### config.mk
export PLATFORM = sky130hd
export DESIGN_NAME = swo_cmd_top
export DESIGN_NICKNAME = d
export VERILOG_FILES = /design/src/rtl/swo_pkg.sv /design/src/rtl/swo_reply_if.sv /design/src/rtl/swo_port_drv.sv /design/src/rtl/swo_reply_tx.sv /design/src/rtl/swo_cmd_top.sv
export SDC_FILE = /design/constraint.sdc
export NUM_CORES = 1
export LEC_CHECK = 0
export ABC_CLOCK_PERIOD_IN_PS = 2800
export BUFFER_PORTS_ARGS = -buffer_cell sky130_fd_sc_hd__buf_2
export CAP_MARGIN = 20
export CORE_MARGIN = 8
export CORE_UTILIZATION = 35
export CTS_CLUSTER_DIAMETER = 80
export DETAILED_ROUTE_END_ITERATION = 8
export HOLD_SLACK_MARGIN = 0.12
export SLEW_MARGIN = 20
export SYNTH_ARGS = -nofsm -noshare
export SYNTH_HDL_FRONTEND = slang
export SYNTH_SLANG_ARGS = --single-unit
### constraint.sdc
create_clock -name clk -period 2.8 [get_ports clk]
set_input_delay 0.28 -clock clk [delete_from_list [all_inputs] [get_ports clk]]
set_output_delay 0.28 -clock clk [all_outputs]
set_load 0.005 [all_outputs]
### src/rtl/swo_pkg.sv
// Shared constants and types for the switching-output command handler.
package swo_pkg;
    // Command line buffer and reply sizes, in characters.
    localparam int unsigned LINE_MAX = 12;
    localparam logic [3:0] LINE_MAX_CNT = 4'hc;
    localparam logic [3:0] LEN_SHORT = 4'h3;
    localparam logic [3:0] LEN_SET_NONE = 4'h2;
    localparam logic [3:0] LEN_SET_ONE = 4'h7;
    localparam logic [3:0] LEN_SET_TWO = 4'hc;
    localparam logic [3:0] LEN_REPLY_FIELDS = 4'hc;
    localparam logic [3:0] LEN_REPLY_STATUS = 4'h5;

    // Character codes.
    localparam logic [7:0] CH_CR = 8'h0d;
    localparam logic [7:0] CH_SP = 8'h20;
    localparam logic [7:0] CH_0 = 8'h30;
    localparam logic [7:0] CH_1 = 8'h31;
    localparam logic [7:0] CH_2 = 8'h32;
    localparam logic [7:0] CH_3 = 8'h33;
    localparam logic [7:0] CH_SEMI = 8'h3b;
    localparam logic [7:0] CH_EQ = 8'h3d;
    localparam logic [7:0] CH_Q = 8'h3f;
    localparam logic [7:0] CH_A = 8'h41;
    localparam logic [7:0] CH_D = 8'h44;
    localparam logic [7:0] CH_F = 8'h46;
    localparam logic [7:0] CH_I = 8'h49;
    localparam logic [7:0] CH_O = 8'h4f;
    localparam logic [7:0] CH_P = 8'h50;
    localparam logic [7:0] CH_S = 8'h53;

    // Second digit of the set-states status answer.
    localparam logic [7:0] STS_OK = CH_0;
    localparam logic [7:0] STS_SYNTAX = CH_1;
    localparam logic [7:0] STS_PARAM = CH_2;
    localparam logic [7:0] STS_OTHER = CH_3;

    typedef enum logic [1:0] {
        FN_PASSIVE = 2'h0,
        FN_INPUT = 2'h1,
        FN_OUTPUT = 2'h2
    } swo_func_type;

    typedef enum logic [1:0] {
        FLD_OK = 2'h0,
        FLD_SYNTAX = 2'h1,
        FLD_PARAM = 2'h2
    } swo_fld_type;

    // Register map.
    localparam logic [7:0] REG_CFG = 8'h00;
    localparam logic [7:0] REG_STAT = 8'h04;
    localparam int unsigned CFG_FN1_LSB = 0;
    localparam int unsigned CFG_FN2_LSB = 2;
    localparam int unsigned CFG_INV_LSB = 4;
    localparam int unsigned STAT_LOGIC_LSB = 0;
    localparam int unsigned STAT_PIN_LSB = 2;
    localparam int unsigned STAT_OE_LSB = 4;
    localparam int unsigned STAT_BUSY_BIT = 6;
    localparam logic [1:0] INV_RST = 2'h0;
    localparam logic [1:0] LOGIC_RST = 2'h0;
endpackage

### src/rtl/swo_reply_if.sv
// Reply hand-off between the command decoder and the reply sender.
`timescale 1ns/1ps
interface swo_reply_if;
    logic start;
    logic [3:0] len;
    logic [swo_pkg::LINE_MAX-1:0][7:0] text;
    logic busy;

    modport src (output start, output len, output text, input busy);
    modport snk (input start, input len, input text, output busy);
endinterface

### src/rtl/swo_port_drv.sv
// One switching port: applies inversion and enables the driver in output mode.
`timescale 1ns/1ps
module swo_port_drv (
    input wire logic clk,                       // System clock.
    input wire logic sys_rst,                   // Synchronous reset.
    input wire swo_pkg::swo_func_type func,     // Configured port function.
    input wire logic invert,                    // Inversion enable.
    input wire logic logic_state,               // Commanded logic state.
    output logic pin_out,                       // Pin level.
    output logic pin_oe                         // Pin driver enable.
);
    typedef struct packed {
        logic pin;
        logic oe;
    } swo_drv_type;

    swo_drv_type q;
    swo_drv_type d;

    always_comb begin
        d = q;
        d.pin = logic_state ^ invert;
        d.oe = (func == swo_pkg::FN_OUTPUT);
    end

    always_ff @(posedge clk) begin
        if (sys_rst) begin
            q <= '0;
        end else begin
            q <= d;
        end
    end

    assign pin_out = q.pin;
    assign pin_oe = q.oe;
endmodule

### src/rtl/swo_reply_tx.sv
// Sends a latched reply text character by character, closed by a carriage return.
`timescale 1ns/1ps
module swo_reply_tx (
    input wire logic clk,           // System clock.
    input wire logic sys_rst,       // Synchronous reset.
    swo_reply_if.snk rep,           // Reply from the decoder.
    output logic tx_valid,          // Reply byte valid.
    input wire logic tx_ready,      // Host takes the byte.
    output logic [7:0] tx_data      // Reply byte.
);
    typedef enum logic [0:0] {
        TX_IDLE = 1'h0,
        TX_SEND = 1'h1
    } swo_tx_st_type;

    typedef struct packed {
        swo_tx_st_type st;
        logic [3:0] idx;
        logic [3:0] len;
        logic [swo_pkg::LINE_MAX-1:0][7:0] text;
        logic [7:0] data;
    } swo_tx_type;

    swo_tx_type q;
    swo_tx_type d;

    always_comb begin
        d = q;
        case (q.st)
            TX_IDLE: begin
                // A reply offered while a previous one is still going out is dropped.
                if (rep.start) begin
                    d.st = TX_SEND;
                    d.text = rep.text;
                    d.len = rep.len;
                    d.idx = '0;
                    d.data = rep.text[0];
                end
            end
            TX_SEND: begin
                if (tx_ready) begin
                    if (q.idx == q.len) begin
                        d.st = TX_IDLE;
                    end else begin
                        d.idx = 4'(q.idx + 4'h1);
                        if (d.idx == q.len || d.idx >= swo_pkg::LINE_MAX_CNT) begin
                            d.data = swo_pkg::CH_CR;
                            d.idx = q.len;
                        end else begin
                            d.data = q.text[d.idx];
                        end
                    end
                end
            end
            default: d.st = TX_IDLE;
        endcase
    end

    always_ff @(posedge clk) begin
        if (sys_rst) begin
            q <= '0;
        end else begin
            q <= d;
        end
    end

    assign tx_valid = (q.st == TX_SEND);
    assign tx_data = q.data;
    assign rep.busy = (q.st != TX_IDLE);
endmodule

### src/rtl/swo_cmd_top.sv
// Command decoder for the two switching ports, with register port and reply path.
// How it works
// Activate command with selector 1 or 2 sets that output's logic state high.
// Host only switches ports configured as outputs; others are left alone.
// Pin level is logic state exclusive-or the port's inversion bit.
// Deactivate command with selector 1 or 2 clears that output's logic state.
// State query answers one field per port: 0, 1, I or P.
// Reported output states are those last set by commands.
// Set-states command drives each named output port to 0 or 1.
// Set-states values for ports not configured as outputs are ignored.
// Set-states accepts any subset of fields in ascending port order.
// Set-states answers status 00 ok, 01 syntax, 02 parameter, 03 other.
// Configuration query answers port one's then port two's function.
// Function field is one character: I input, O output, P passive.
// Activate and deactivate commands send no answer at all.
`timescale 1ns/1ps
module swo_cmd_top (
    input wire logic clk,               // System clock, 100 MHz.
    input wire logic sys_rst,           // Synchronous reset, active high.
    input wire logic rx_valid,          // Command byte strobe.
    input wire logic [7:0] rx_data,     // Command byte.
    output logic tx_valid,              // Reply byte valid.
    input wire logic tx_ready,          // Host takes the reply byte.
    output logic [7:0] tx_data,         // Reply byte.
    input wire logic [7:0] reg_addr,    // Register address.
    input wire logic [31:0] reg_wdata,  // Register write data.
    input wire logic reg_wr,            // Register write strobe.
    input wire logic reg_rd,            // Register read strobe.
    output logic [31:0] reg_rdata,      // Read data, cycle after the strobe.
    output logic [1:0] sw_pin_out,      // Switching port levels.
    output logic [1:0] sw_pin_oe        // Switching port driver enables.
);
    typedef enum logic [0:0] {
        ST_RECV = 1'h0,
        ST_EXEC = 1'h1
    } swo_st_type;

    typedef struct packed {
        swo_st_type st;
        logic [3:0] len;
        logic ovf;
        logic [swo_pkg::LINE_MAX-1:0][7:0] line;
        logic [1:0] lstate;
        swo_pkg::swo_func_type [1:0] fn;
        logic [1:0] inv;
        logic [31:0] rdata;
    } swo_top_type;

    swo_top_type q;
    swo_top_type d;
    swo_reply_if rep ();

    function automatic swo_pkg::swo_fld_type fld_chk(input logic [7:0] s, input logic [7:0] n,
                                                     input logic [7:0] e, input logic [7:0] v);
        if (s != swo_pkg::CH_S || e != swo_pkg::CH_EQ) begin
            fld_chk = swo_pkg::FLD_SYNTAX;
        end else if ((n != swo_pkg::CH_1 && n != swo_pkg::CH_2) ||
                     (v != swo_pkg::CH_0 && v != swo_pkg::CH_1)) begin
            fld_chk = swo_pkg::FLD_PARAM;
        end else begin
            fld_chk = swo_pkg::FLD_OK;
        end
    endfunction

    function automatic logic [swo_pkg::LINE_MAX-1:0][7:0] pair_text(input logic [7:0] h,
                                                                   input logic [7:0] a,
                                                                   input logic [7:0] b);
        pair_text = {b, swo_pkg::CH_EQ, swo_pkg::CH_2, swo_pkg::CH_S, swo_pkg::CH_SEMI, a,
                     swo_pkg::CH_EQ, swo_pkg::CH_1, swo_pkg::CH_S, swo_pkg::CH_SP, h,
                     swo_pkg::CH_O};
    endfunction

    function automatic logic [7:0] fn_char(input swo_pkg::swo_func_type f);
        case (f)
            swo_pkg::FN_INPUT: fn_char = swo_pkg::CH_I;
            swo_pkg::FN_OUTPUT: fn_char = swo_pkg::CH_O;
            default: fn_char = swo_pkg::CH_P;
        endcase
    endfunction

    function automatic logic [7:0] state_char(input swo_pkg::swo_func_type f, input logic s);
        if (f == swo_pkg::FN_OUTPUT) begin
            state_char = s ? swo_pkg::CH_1 : swo_pkg::CH_0;
        end else if (f == swo_pkg::FN_INPUT) begin
            state_char = swo_pkg::CH_I;
        end else begin
            state_char = swo_pkg::CH_P;
        end
    endfunction

    // Command decode of the completed line.
    logic exec;
    logic is_oa;
    logic is_od;
    logic is_of;
    logic short_cmd;
    logic sel_ok;
    logic sel_port;
    logic exec_act;
    logic exec_deact;
    logic exec_oaq;
    logic exec_ofq;
    logic exec_set;
    swo_pkg::swo_fld_type fa;
    swo_pkg::swo_fld_type fb;
    logic [7:0] set_code;
    logic set_ok;
    logic has1;
    logic has2;
    logic val1;
    logic val2;

    assign exec = (q.st == ST_EXEC);
    assign is_oa = q.line[0] == swo_pkg::CH_O && q.line[1] == swo_pkg::CH_A;
    assign is_od = q.line[0] == swo_pkg::CH_O && q.line[1] == swo_pkg::CH_D;
    assign is_of = q.line[0] == swo_pkg::CH_O && q.line[1] == swo_pkg::CH_F;
    assign short_cmd = !q.ovf && q.len == swo_pkg::LEN_SHORT;
    assign sel_ok = q.line[2] == swo_pkg::CH_1 || q.line[2] == swo_pkg::CH_2;
    assign sel_port = q.line[2] == swo_pkg::CH_2;
    assign exec_act = exec && is_oa && short_cmd && sel_ok;
    assign exec_deact = exec && is_od && short_cmd && sel_ok;
    assign exec_oaq = exec && is_oa && short_cmd && q.line[2] == swo_pkg::CH_Q;
    assign exec_ofq = exec && is_of && short_cmd && q.line[2] == swo_pkg::CH_Q;
    assign exec_set = exec && is_oa && !exec_act && !exec_oaq;

    assign fa = fld_chk(q.line[3], q.line[4], q.line[5], q.line[6]);
    assign fb = fld_chk(q.line[8], q.line[9], q.line[10], q.line[11]);

    // A set-states line too long for the buffer is answered as an other error.
    always_comb begin
        if (q.ovf) begin
            set_code = swo_pkg::STS_OTHER;
        end else if (q.len == swo_pkg::LEN_SET_NONE) begin
            set_code = swo_pkg::STS_OK;
        end else if (q.line[2] != swo_pkg::CH_SP) begin
            set_code = swo_pkg::STS_SYNTAX;
        end else if (q.len == swo_pkg::LEN_SET_ONE) begin
            set_code = (fa == swo_pkg::FLD_OK) ? swo_pkg::STS_OK :
                       (fa == swo_pkg::FLD_PARAM) ? swo_pkg::STS_PARAM : swo_pkg::STS_SYNTAX;
        end else if (q.len == swo_pkg::LEN_SET_TWO) begin
            if (fa == swo_pkg::FLD_SYNTAX || fb == swo_pkg::FLD_SYNTAX ||
                q.line[7] != swo_pkg::CH_SEMI) begin
                set_code = swo_pkg::STS_SYNTAX;
            end else if (fa != swo_pkg::FLD_OK || fb != swo_pkg::FLD_OK ||
                         q.line[4] != swo_pkg::CH_1 || q.line[9] != swo_pkg::CH_2) begin
                set_code = swo_pkg::STS_PARAM;
            end else begin
                set_code = swo_pkg::STS_OK;
            end
        end else begin
            set_code = swo_pkg::STS_SYNTAX;
        end
    end

    // Fields are applied only when the whole command is valid.
    assign set_ok = exec_set && set_code == swo_pkg::STS_OK;
    assign has1 = q.len == swo_pkg::LEN_SET_TWO ||
                  (q.len == swo_pkg::LEN_SET_ONE && q.line[4] == swo_pkg::CH_1);
    assign has2 = q.len == swo_pkg::LEN_SET_TWO ||
                  (q.len == swo_pkg::LEN_SET_ONE && q.line[4] == swo_pkg::CH_2);
    assign val1 = q.line[6] == swo_pkg::CH_1;
    assign val2 = (q.len == swo_pkg::LEN_SET_TWO) ? q.line[11] == swo_pkg::CH_1 : val1;

    always_comb begin
        d = q;
        rep.start = 1'b0;
        rep.len = '0;
        rep.text = '0;
        d.rdata = '0;
        case (q.st)
            ST_RECV: begin
                if (rx_valid) begin
                    if (rx_data == swo_pkg::CH_CR) begin
                        d.st = ST_EXEC;
                    end else if (q.len == swo_pkg::LINE_MAX_CNT) begin
                        d.ovf = 1'b1;
                    end else begin
                        d.line[q.len] = rx_data;
                        d.len = 4'(q.len + 4'h1);
                    end
                end
            end
            ST_EXEC: begin
                // Only ports set up as outputs take commanded states.
                if ((exec_act || exec_deact) && q.fn[sel_port] == swo_pkg::FN_OUTPUT) begin
                    d.lstate[sel_port] = exec_act;
                end
                if (set_ok && has1 && q.fn[0] == swo_pkg::FN_OUTPUT) begin
                    d.lstate[0] = val1;
                end
                if (set_ok && has2 && q.fn[1] == swo_pkg::FN_OUTPUT) begin
                    d.lstate[1] = val2;
                end
                if (exec_oaq) begin
                    rep.start = 1'b1;
                    rep.len = swo_pkg::LEN_REPLY_FIELDS;
                    rep.text = pair_text(swo_pkg::CH_A, state_char(q.fn[0], q.lstate[0]),
                                         state_char(q.fn[1], q.lstate[1]));
                end else if (exec_ofq) begin
                    rep.start = 1'b1;
                    rep.len = swo_pkg::LEN_REPLY_FIELDS;
                    rep.text = pair_text(swo_pkg::CH_F, fn_char(q.fn[0]),
                                         fn_char(q.fn[1]));
                end else if (exec_set) begin
                    rep.start = 1'b1;
                    rep.len = swo_pkg::LEN_REPLY_STATUS;
                    rep.text[0] = swo_pkg::CH_O;
                    rep.text[1] = swo_pkg::CH_A;
                    rep.text[2] = swo_pkg::CH_EQ;
                    rep.text[3] = swo_pkg::CH_0;
                    rep.text[4] = set_code;
                end
                d.st = ST_RECV;
                d.len = '0;
                d.ovf = 1'b0;
                d.line = '0;
            end
            default: d.st = ST_RECV;
        endcase
        if (reg_wr && reg_addr == swo_pkg::REG_CFG) begin
            d.fn[0] = swo_pkg::swo_func_type'(reg_wdata[swo_pkg::CFG_FN1_LSB +: 2]);
            d.fn[1] = swo_pkg::swo_func_type'(reg_wdata[swo_pkg::CFG_FN2_LSB +: 2]);
            d.inv = reg_wdata[swo_pkg::CFG_INV_LSB +: 2];
        end
        if (reg_rd && reg_addr == swo_pkg::REG_CFG) begin
            d.rdata[swo_pkg::CFG_FN1_LSB +: 2] = q.fn[0];
            d.rdata[swo_pkg::CFG_FN2_LSB +: 2] = q.fn[1];
            d.rdata[swo_pkg::CFG_INV_LSB +: 2] = q.inv;
        end else if (reg_rd && reg_addr == swo_pkg::REG_STAT) begin
            d.rdata[swo_pkg::STAT_LOGIC_LSB +: 2] = q.lstate;
            d.rdata[swo_pkg::STAT_PIN_LSB +: 2] = sw_pin_out;
            d.rdata[swo_pkg::STAT_OE_LSB +: 2] = sw_pin_oe;
            d.rdata[swo_pkg::STAT_BUSY_BIT] = rep.busy;
        end
    end

    always_ff @(posedge clk) begin
        if (sys_rst) begin
            q <= '0;
            q.fn <= '{swo_pkg::FN_PASSIVE, swo_pkg::FN_PASSIVE};
            q.inv <= swo_pkg::INV_RST;
            q.lstate <= swo_pkg::LOGIC_RST;
        end else begin
            q <= d;
        end
    end

    assign reg_rdata = q.rdata;

    for (genvar i = 0; i < 2; i++) begin : g_port
        swo_port_drv u_drv (
            .clk(clk),
            .sys_rst(sys_rst),
            .func(q.fn[i]),
            .invert(q.inv[i]),
            .logic_state(q.lstate[i]),
            .pin_out(sw_pin_out[i]),
            .pin_oe(sw_pin_oe[i])
        );
    end

    swo_reply_tx u_tx (
        .clk(clk),
        .sys_rst(sys_rst),
        .rep(rep),
        .tx_valid(tx_valid),
        .tx_ready(tx_ready),
        .tx_data(tx_data)
    );
endmodule

Yosys cells after proc, flatten, opt, wreduce, memory -nomap -nowiden:

Index checks and enable logic that the tools add are counted.

* $add $sub $neg: 2
* eq/ne operators: 49
* bitwise operators: 5
* order comparisons: 6
* reductions and logical operators: 63
* multiplexer cells: 67

Operator list (number)
* 96-bit two-way mux: 3
* 102-bit case mux with 2 select lines: 1
* 113-bit two-way mux: 1
* 102-bit two-way mux: 1
* 101-bit two-way mux: 1
* 96-bit bitwise mux: 1
* 8-bit by 6-bit != test with 1-bit output, second input constant: 12
* 40-bit two-way mux: 2
* 8-bit two-way mux: 10
* 8-bit by 6-bit == test with 1-bit output, second input constant: 8
* 56-bit two-way mux: 1
* 1-bit logical AND: 33
* 8-bit binary-select mux with 4-bit select: 1
* 8-bit demux with 4-bit select: 1
* 8-bit by 7-bit == test with 1-bit output, second input constant: 4
* 5-bit case mux with 2 select lines: 3
* 4-bit two-way mux: 6
* 2-bit two-way mux: 11
* 8-bit by 7-bit != test with 1-bit output, second input constant: 2
* 8-bit case mux with 2 select lines: 1
* 5-bit two-way mux: 3
* 1-bit logical OR: 14
* 7-bit two-way mux: 2
* 2-bit != test, second input constant: 7
* 28 further kinds: 63

* input bits: 54
* logic and storage cells: 235
* output and inout port bits: 45
* flip-flop bits (word level): 259

Longest topological paths before layout:

* depth after elaboration: 22
* depth in mapped cells: 9
* gate-level depth less buffers: 8

By module:

Synthesis repeated with hierarchy kept, for this count alone.

* cells, all modules: 1212
* area total of the unflattened synthesis: 10431.3 µm²

By module, submodules not included
* swo_cmd_top: area an instance 5326.4 µm², sequential area each 2342.2 µm², times used 1, cells an instance 605
* swo_reply_tx: area an instance 4984.8 µm², sequential area each 2262.2 µm², times used 1, cells an instance 597
* swo_port_drv: area an instance 60.1 µm², sequential area each 40.0 µm², times used 2, cells an instance 5

Least setup slack after synthesis:

OpenSTA, ideal clock, no wires.

* path type: reg-to-reg
* start point: register q[138] in the netlist's numbering
* end point: register u_tx.q[96] in the netlist's numbering
* path slack: 0.492 ns
* setup time: 0.132 ns
* arrival time: 2.176 ns
* cell stages (with the launch flop): 9
* path through: dfxtp_1 ha_1 or4b_1 nor3_4 nand4_4 a21o_1 clkbuf_1 nor3_1 nor3_1

* cells in the longest elaborated chain, start to end: 12
* elaborated cells on any way between the ends: 19

Ends and longest elaborated chain
* start: declaration: line swo_cmd_top.sv:49 `swo_top_type q;`
* 4-bit by 2-bit == test with 1-bit output *: line swo_cmd_top.sv:117 `assign short_cmd = !q.ovf && q.len == swo_pkg::LEN_SHORT;`
* 1-bit logical AND *: line swo_cmd_top.sv:117
* 1-bit logical AND: line swo_cmd_top.sv:120, swo_cmd_top.sv:122
* 1-bit logical AND: line swo_cmd_top.sv:120 `assign exec_act = exec && is_oa && short_cmd && sel_ok;`
* 1-bit logical NOT: line swo_cmd_top.sv:124 `assign exec_set = exec && is_oa && !exec_act && !exec_oaq;`
* 1-bit logical AND (2 in series): line swo_cmd_top.sv:124
* 1-bit two-way mux: line swo_cmd_top.sv:204 `end else if (exec_set) begin`
* 1-bit two-way mux: line swo_cmd_top.sv:199 `end else if (exec_ofq) begin`
* 1-bit two-way mux: line swo_cmd_top.sv:194 `if (exec_oaq) begin`
* 1-bit two-way mux: line swo_cmd_top.sv:170 `case (q.st)`
* 2-bit AND reduction (no source line)
* end signal: assignment: line swo_reply_tx.sv:61 `q <= '0;`
* end signal: assignment: line swo_reply_tx.sv:63 `q <= d;`
* end: declaration: line swo_reply_tx.sv:24 `swo_tx_type q;`

Every way passes the cells marked *; elsewhere a longest branch is shown, timed or not.
A chain may end at the register's enable or synchronous reset.

Final worst setup path:

* start point: register q[138] in the netlist's numbering
* end point: register u_tx.q (netlist bit u_tx.tx_data[2])

* cells in the longest elaborated chain, start to end: 13
* elaborated cells on any way between the ends: 23

Ends and longest elaborated chain (line)
* 4-bit by 2-bit == test with 1-bit output *: swo_cmd_top.sv:117
* 1-bit logical AND *: swo_cmd_top.sv:117
* 1-bit logical AND: swo_cmd_top.sv:120, swo_cmd_top.sv:122
* 1-bit logical AND: swo_cmd_top.sv:120
* 1-bit logical NOT: swo_cmd_top.sv:124
* 1-bit logical AND (2 in series): swo_cmd_top.sv:124
* 40-bit two-way mux / 1-bit two-way mux (equally long branches): swo_cmd_top.sv:204
* 40-bit two-way mux / 1-bit two-way mux (equally long branches): swo_cmd_top.sv:199
* 96-bit two-way mux / 1-bit two-way mux (equally long branches): swo_cmd_top.sv:194
* 96-bit two-way mux / 1-bit two-way mux (equally long branches): swo_cmd_top.sv:170
* 113-bit two-way mux / 2-bit != test (equally long branches)
* 8-bit case mux with 2 select lines / 3-bit AND reduction (equally long branches)

Every way passes the cells marked *; elsewhere a longest branch is shown, timed or not. The select of a mux whose other input is x is not followed.

==> reports/metrics.yaml <==
clock_tree:
  cts-root-buf: "clkbuf_16"
  post_cts_buffers: 0
  cts_sinks: 152
  cts_buffer_depth: 2
  clkSlewWorstSetupHoldPaths_ns: 0.06
  cts_made_buffers: 17
  clock_latency_ns: 0.44
  cts_tree: "done"
  htree_levels: 4
  ctsResizeCount: 0
grt:
  grt_max_degree: 66
  grt_overflow: 0
  first_global_vias: 5817
  grt_pass1_wl_um: 30400
  antenna_found_initial: 0
  track_usage_pct: 14.4
timing:
  finalCriticalPeriod_ns: 2.56
  hold_viol_final: 0
  fin_crit_sh_pct: 91.3
  max_slew_margin_pct: 42.2
  finClkSkew_ns: 0.0113
  max_freq_ghz: 0.391
  slew_violations: 0
  rsz0062_at_grt: "false"
  setup_viol: 0
  fin_tns_setup_ns: 0
  tightest_slew_ns: 0.866
drt:
  vias_per_cell: 5.26
  wl_um: 18400
  first_pass_iters: 5
  vias: 6051
  postRouteAntennaNets: 0
  drtIter0Drc: 346
  drc: 0
  wl_per_cell_um: 16.0
cells_and_area:
  antenna_cells_inserted: 0
  final_core_utilization_pct: 40.8
  drive_gt1_share_pct: 14.1
  syn_to_final_growth_pct: 14.3
  nets: 934
setup_path:
  crit_arrival_ns: 2.91
  reg2regPathDepth: 8
  slowest_stage: "or4b_1"
  critPathKind: "flip-flop to flip-flop"
  reg2reg_from: "q[138]$_SDFFE_PP0P_"
  cpMostUsedCell: "nor3_1"
  slowest_delay_ns: 0.51
  reg2reg_slack_ns: 0.24
  crit_path_end_kind: "flip-flop"
  worstPathRequired_ns: 3.16
  startpoint_type: "flip-flop"
  reg2reg_to: "u_tx.tx_data[2]$_SDFFE_PP0P_"
  worst-path-max-fanout: 15
  path_cells: "ha_1 -> or4b_1 -> nor3_4 -> nand4_4 -> a21oi_4 -> buf_4 -> nor3_1 -> nor3_1"
synthesis:
  yosysUniqueCellTypes: 65
  synth-xor-area-share_pct: 1.57
  netlist_area_um2: 7230
  yosys.area.top_type: "dfxtp_1"
  synth.top_cells.by_area: "dfxtp_1, a22oi_1, nor2_1, buf_4, mux2i_1"
  yosysMostFrequentCell: "dfxtp_1"
  synth-adder-area-share_pct: 2.08
  syn_area_per_cell_um2: 8.60
  yosys-top-cells-count: "dfxtp_1, nor2_1, a22oi_1"
  synth_top_family_by_area: "simple AND/OR/NAND/NOR gates"
  synth-edff-count: 0
  ys_ff_latch: 152
  yosysSeqAreaShare_pct: 42.1
  synth_compound_area_share_pct: 18.1
  ys.flop_type: "dfxtp_1"
  synth-async-reset-ratio_pct: 0
  yosysWarnings: 0
  syn-instance-count: 841
  synth_mux_area_share_pct: 3.72
  synthSimpleGateAreaFrac_pct: 24.2
  synth.top_cell.area_share_pct: 42.1
floorplanning:
  die-area_um2: 25500
  fp.dieW_um: 160
  rows: 52
  coreArea_um2: 20200
  start_util_pct: 35.7
  fp.dieH_um: 160
  num_io_pins: 99
outcome:
  outcome: "finished clean"
power:
  cellPowerDensity_nw_per_um2: 563
  power.leakage_nw: 3.09
  ir_drop_v: 0.000311
job:
  cap_violations: 0
place:
  place_congestion: 0.795
  dpl.hpwl_um: 12500
  portBuffers: 46
min_path:
  hp-start: "rx_valid"
  hold_depth: 3
  hold_class: "primary input to flip-flop"
  whs_endpoint: "q[136]$_SDFFE_PP0P_"
[flip-flops by register name, summed over array words and instances, names as in the netlist]
| name | cells |
|---|---|
| u_tx.q | 23 |
| q | 109 |
| exec | 1 |
| g_port.u_drv.pin_oe | 2 |
| u_tx.tx_data | 7 |
| g_port.u_drv.pin_out | 2 |
| u_tx.rep.busy | 1 |
| reg_rdata | 7 |
[worst max-delay path by stage]
stage | from | to | slack (ns) | cells past startpoint
detailed placement | q[138]$_SDFFE_PP0P_ | u_tx.tx_data[2]$_SDFFE_PP0P_ | 0.30 | 8
floorplan | q[138]$_SDFFE_PP0P_ | u_tx.q[96]$_SDFFE_PP0P_ | 0.49 | 8
finish | q[138]$_SDFFE_PP0P_ | u_tx.tx_data[2]$_SDFFE_PP0P_ | 0.24 | 8
CTS | q[138]$_SDFFE_PP0P_ | u_tx.tx_data[2]$_SDFFE_PP0P_ | 0.28 | 8
global placement | q[138]$_SDFFE_PP0P_ | u_tx.tx_data[2]$_SDFFE_PP0P_ | 0.30 | 8
global route | q[138]$_SDFFE_PP0P_ | u_tx.tx_data[2]$_SDFFE_PP0P_ | 0.03 | 8
[timing repair]
action	in CTS	in global routing
setup endpoints to repair	0	0
hold buffers	6	0
hold endpoints to repair	6	0
[power breakdown]
part / internal (mW) / switching [mW]
clock: 1.21 / 0.981
combinational: 0.0932 / 0.176
sequential: 2.18 / 0.0159
total: 3.48 / 1.17
[cell type report]
class	count	area, um^2
fill	2006	12000
multi-input combinational	601	3690
sequential	152	3040
timing repair buffer	85	591
clock buffer	20	457
tap	270	338
clock inverter	12	106
inverter	11	41.3
[placed cells by master, fill, tap and decap left out, types with 7 or more instances in the layout]
cell type  synthesis  routed
a21oi_1           32      32
a22oi_1           97      97
a31oi_1            7       7
and2_1            19      19
and3_1             7       7
buf_2              2      45
buf_4             44      30
clkbuf_16          0      17
conb_1             1      26
dfxtp_1          152     152
ha_1              12      12
inv_1             11      11
mux2i_1           19      19
nand2_1           39      39
nand3_1           21      21
nand4_1           11      11
nand4b_1           7       7
nor2_1           140     140
nor2b_1           10      10
nor3_1            30      30
nor4b_1            7       7
nor4bb_1           7       7
o21ai_0           10      10
o21ai_1           12      12
xor2_1             8       8
[critical path: cells and delay by family (launching register included)]
family | cells | cell delay [ns]
buffers and inverters | 1 | 0.22
adders and majority gates | 1 | 0.28
AOI/OAI and AO/OA | 1 | 0.45
DFF | 1 | 0.41
and+or+nand+nor | 5 | 1.12
[layer usage]
metal	GRT usage (%)	vias to the layer above	part of all wire, %
met4	4.80	0	1.5
met1	18.7	2893	48
met5	0	-	0
li1	-	3006	-
met3	4.16	24	4.8
met2	22.5	128	46
[metrics by stage]
step	area, um^2	cells	hold slack (ns)	total power [mW]	setup WS (ns)
CTS	8260	1151	0.163	4.70	0.282
finish	8260	1151	0.175	4.66	0.245
global placement	7640	1113	0.444	2.51	0.303
floorplan	7320	866	0.424	2.43	0.492
global route	8260	1151	0.179	4.84	0.0258
detailed placement	7640	1113	0.448	2.51	0.297
[cell families after synthesis]
| kind of cell | count (synthesis) |
|---|---|
| XOR/XNOR | 13 |
| multiplexers | 25 |
| buffers and inverters | 113 |
| AND/OR/NAND/NOR | 335 |
| adder cells (fa/ha/maj) | 12 |
| other | 1 |
| flip-flops | 152 |
| AO/OA/AOI/OAI | 190 |
Power figures use the tool's default switching activity.
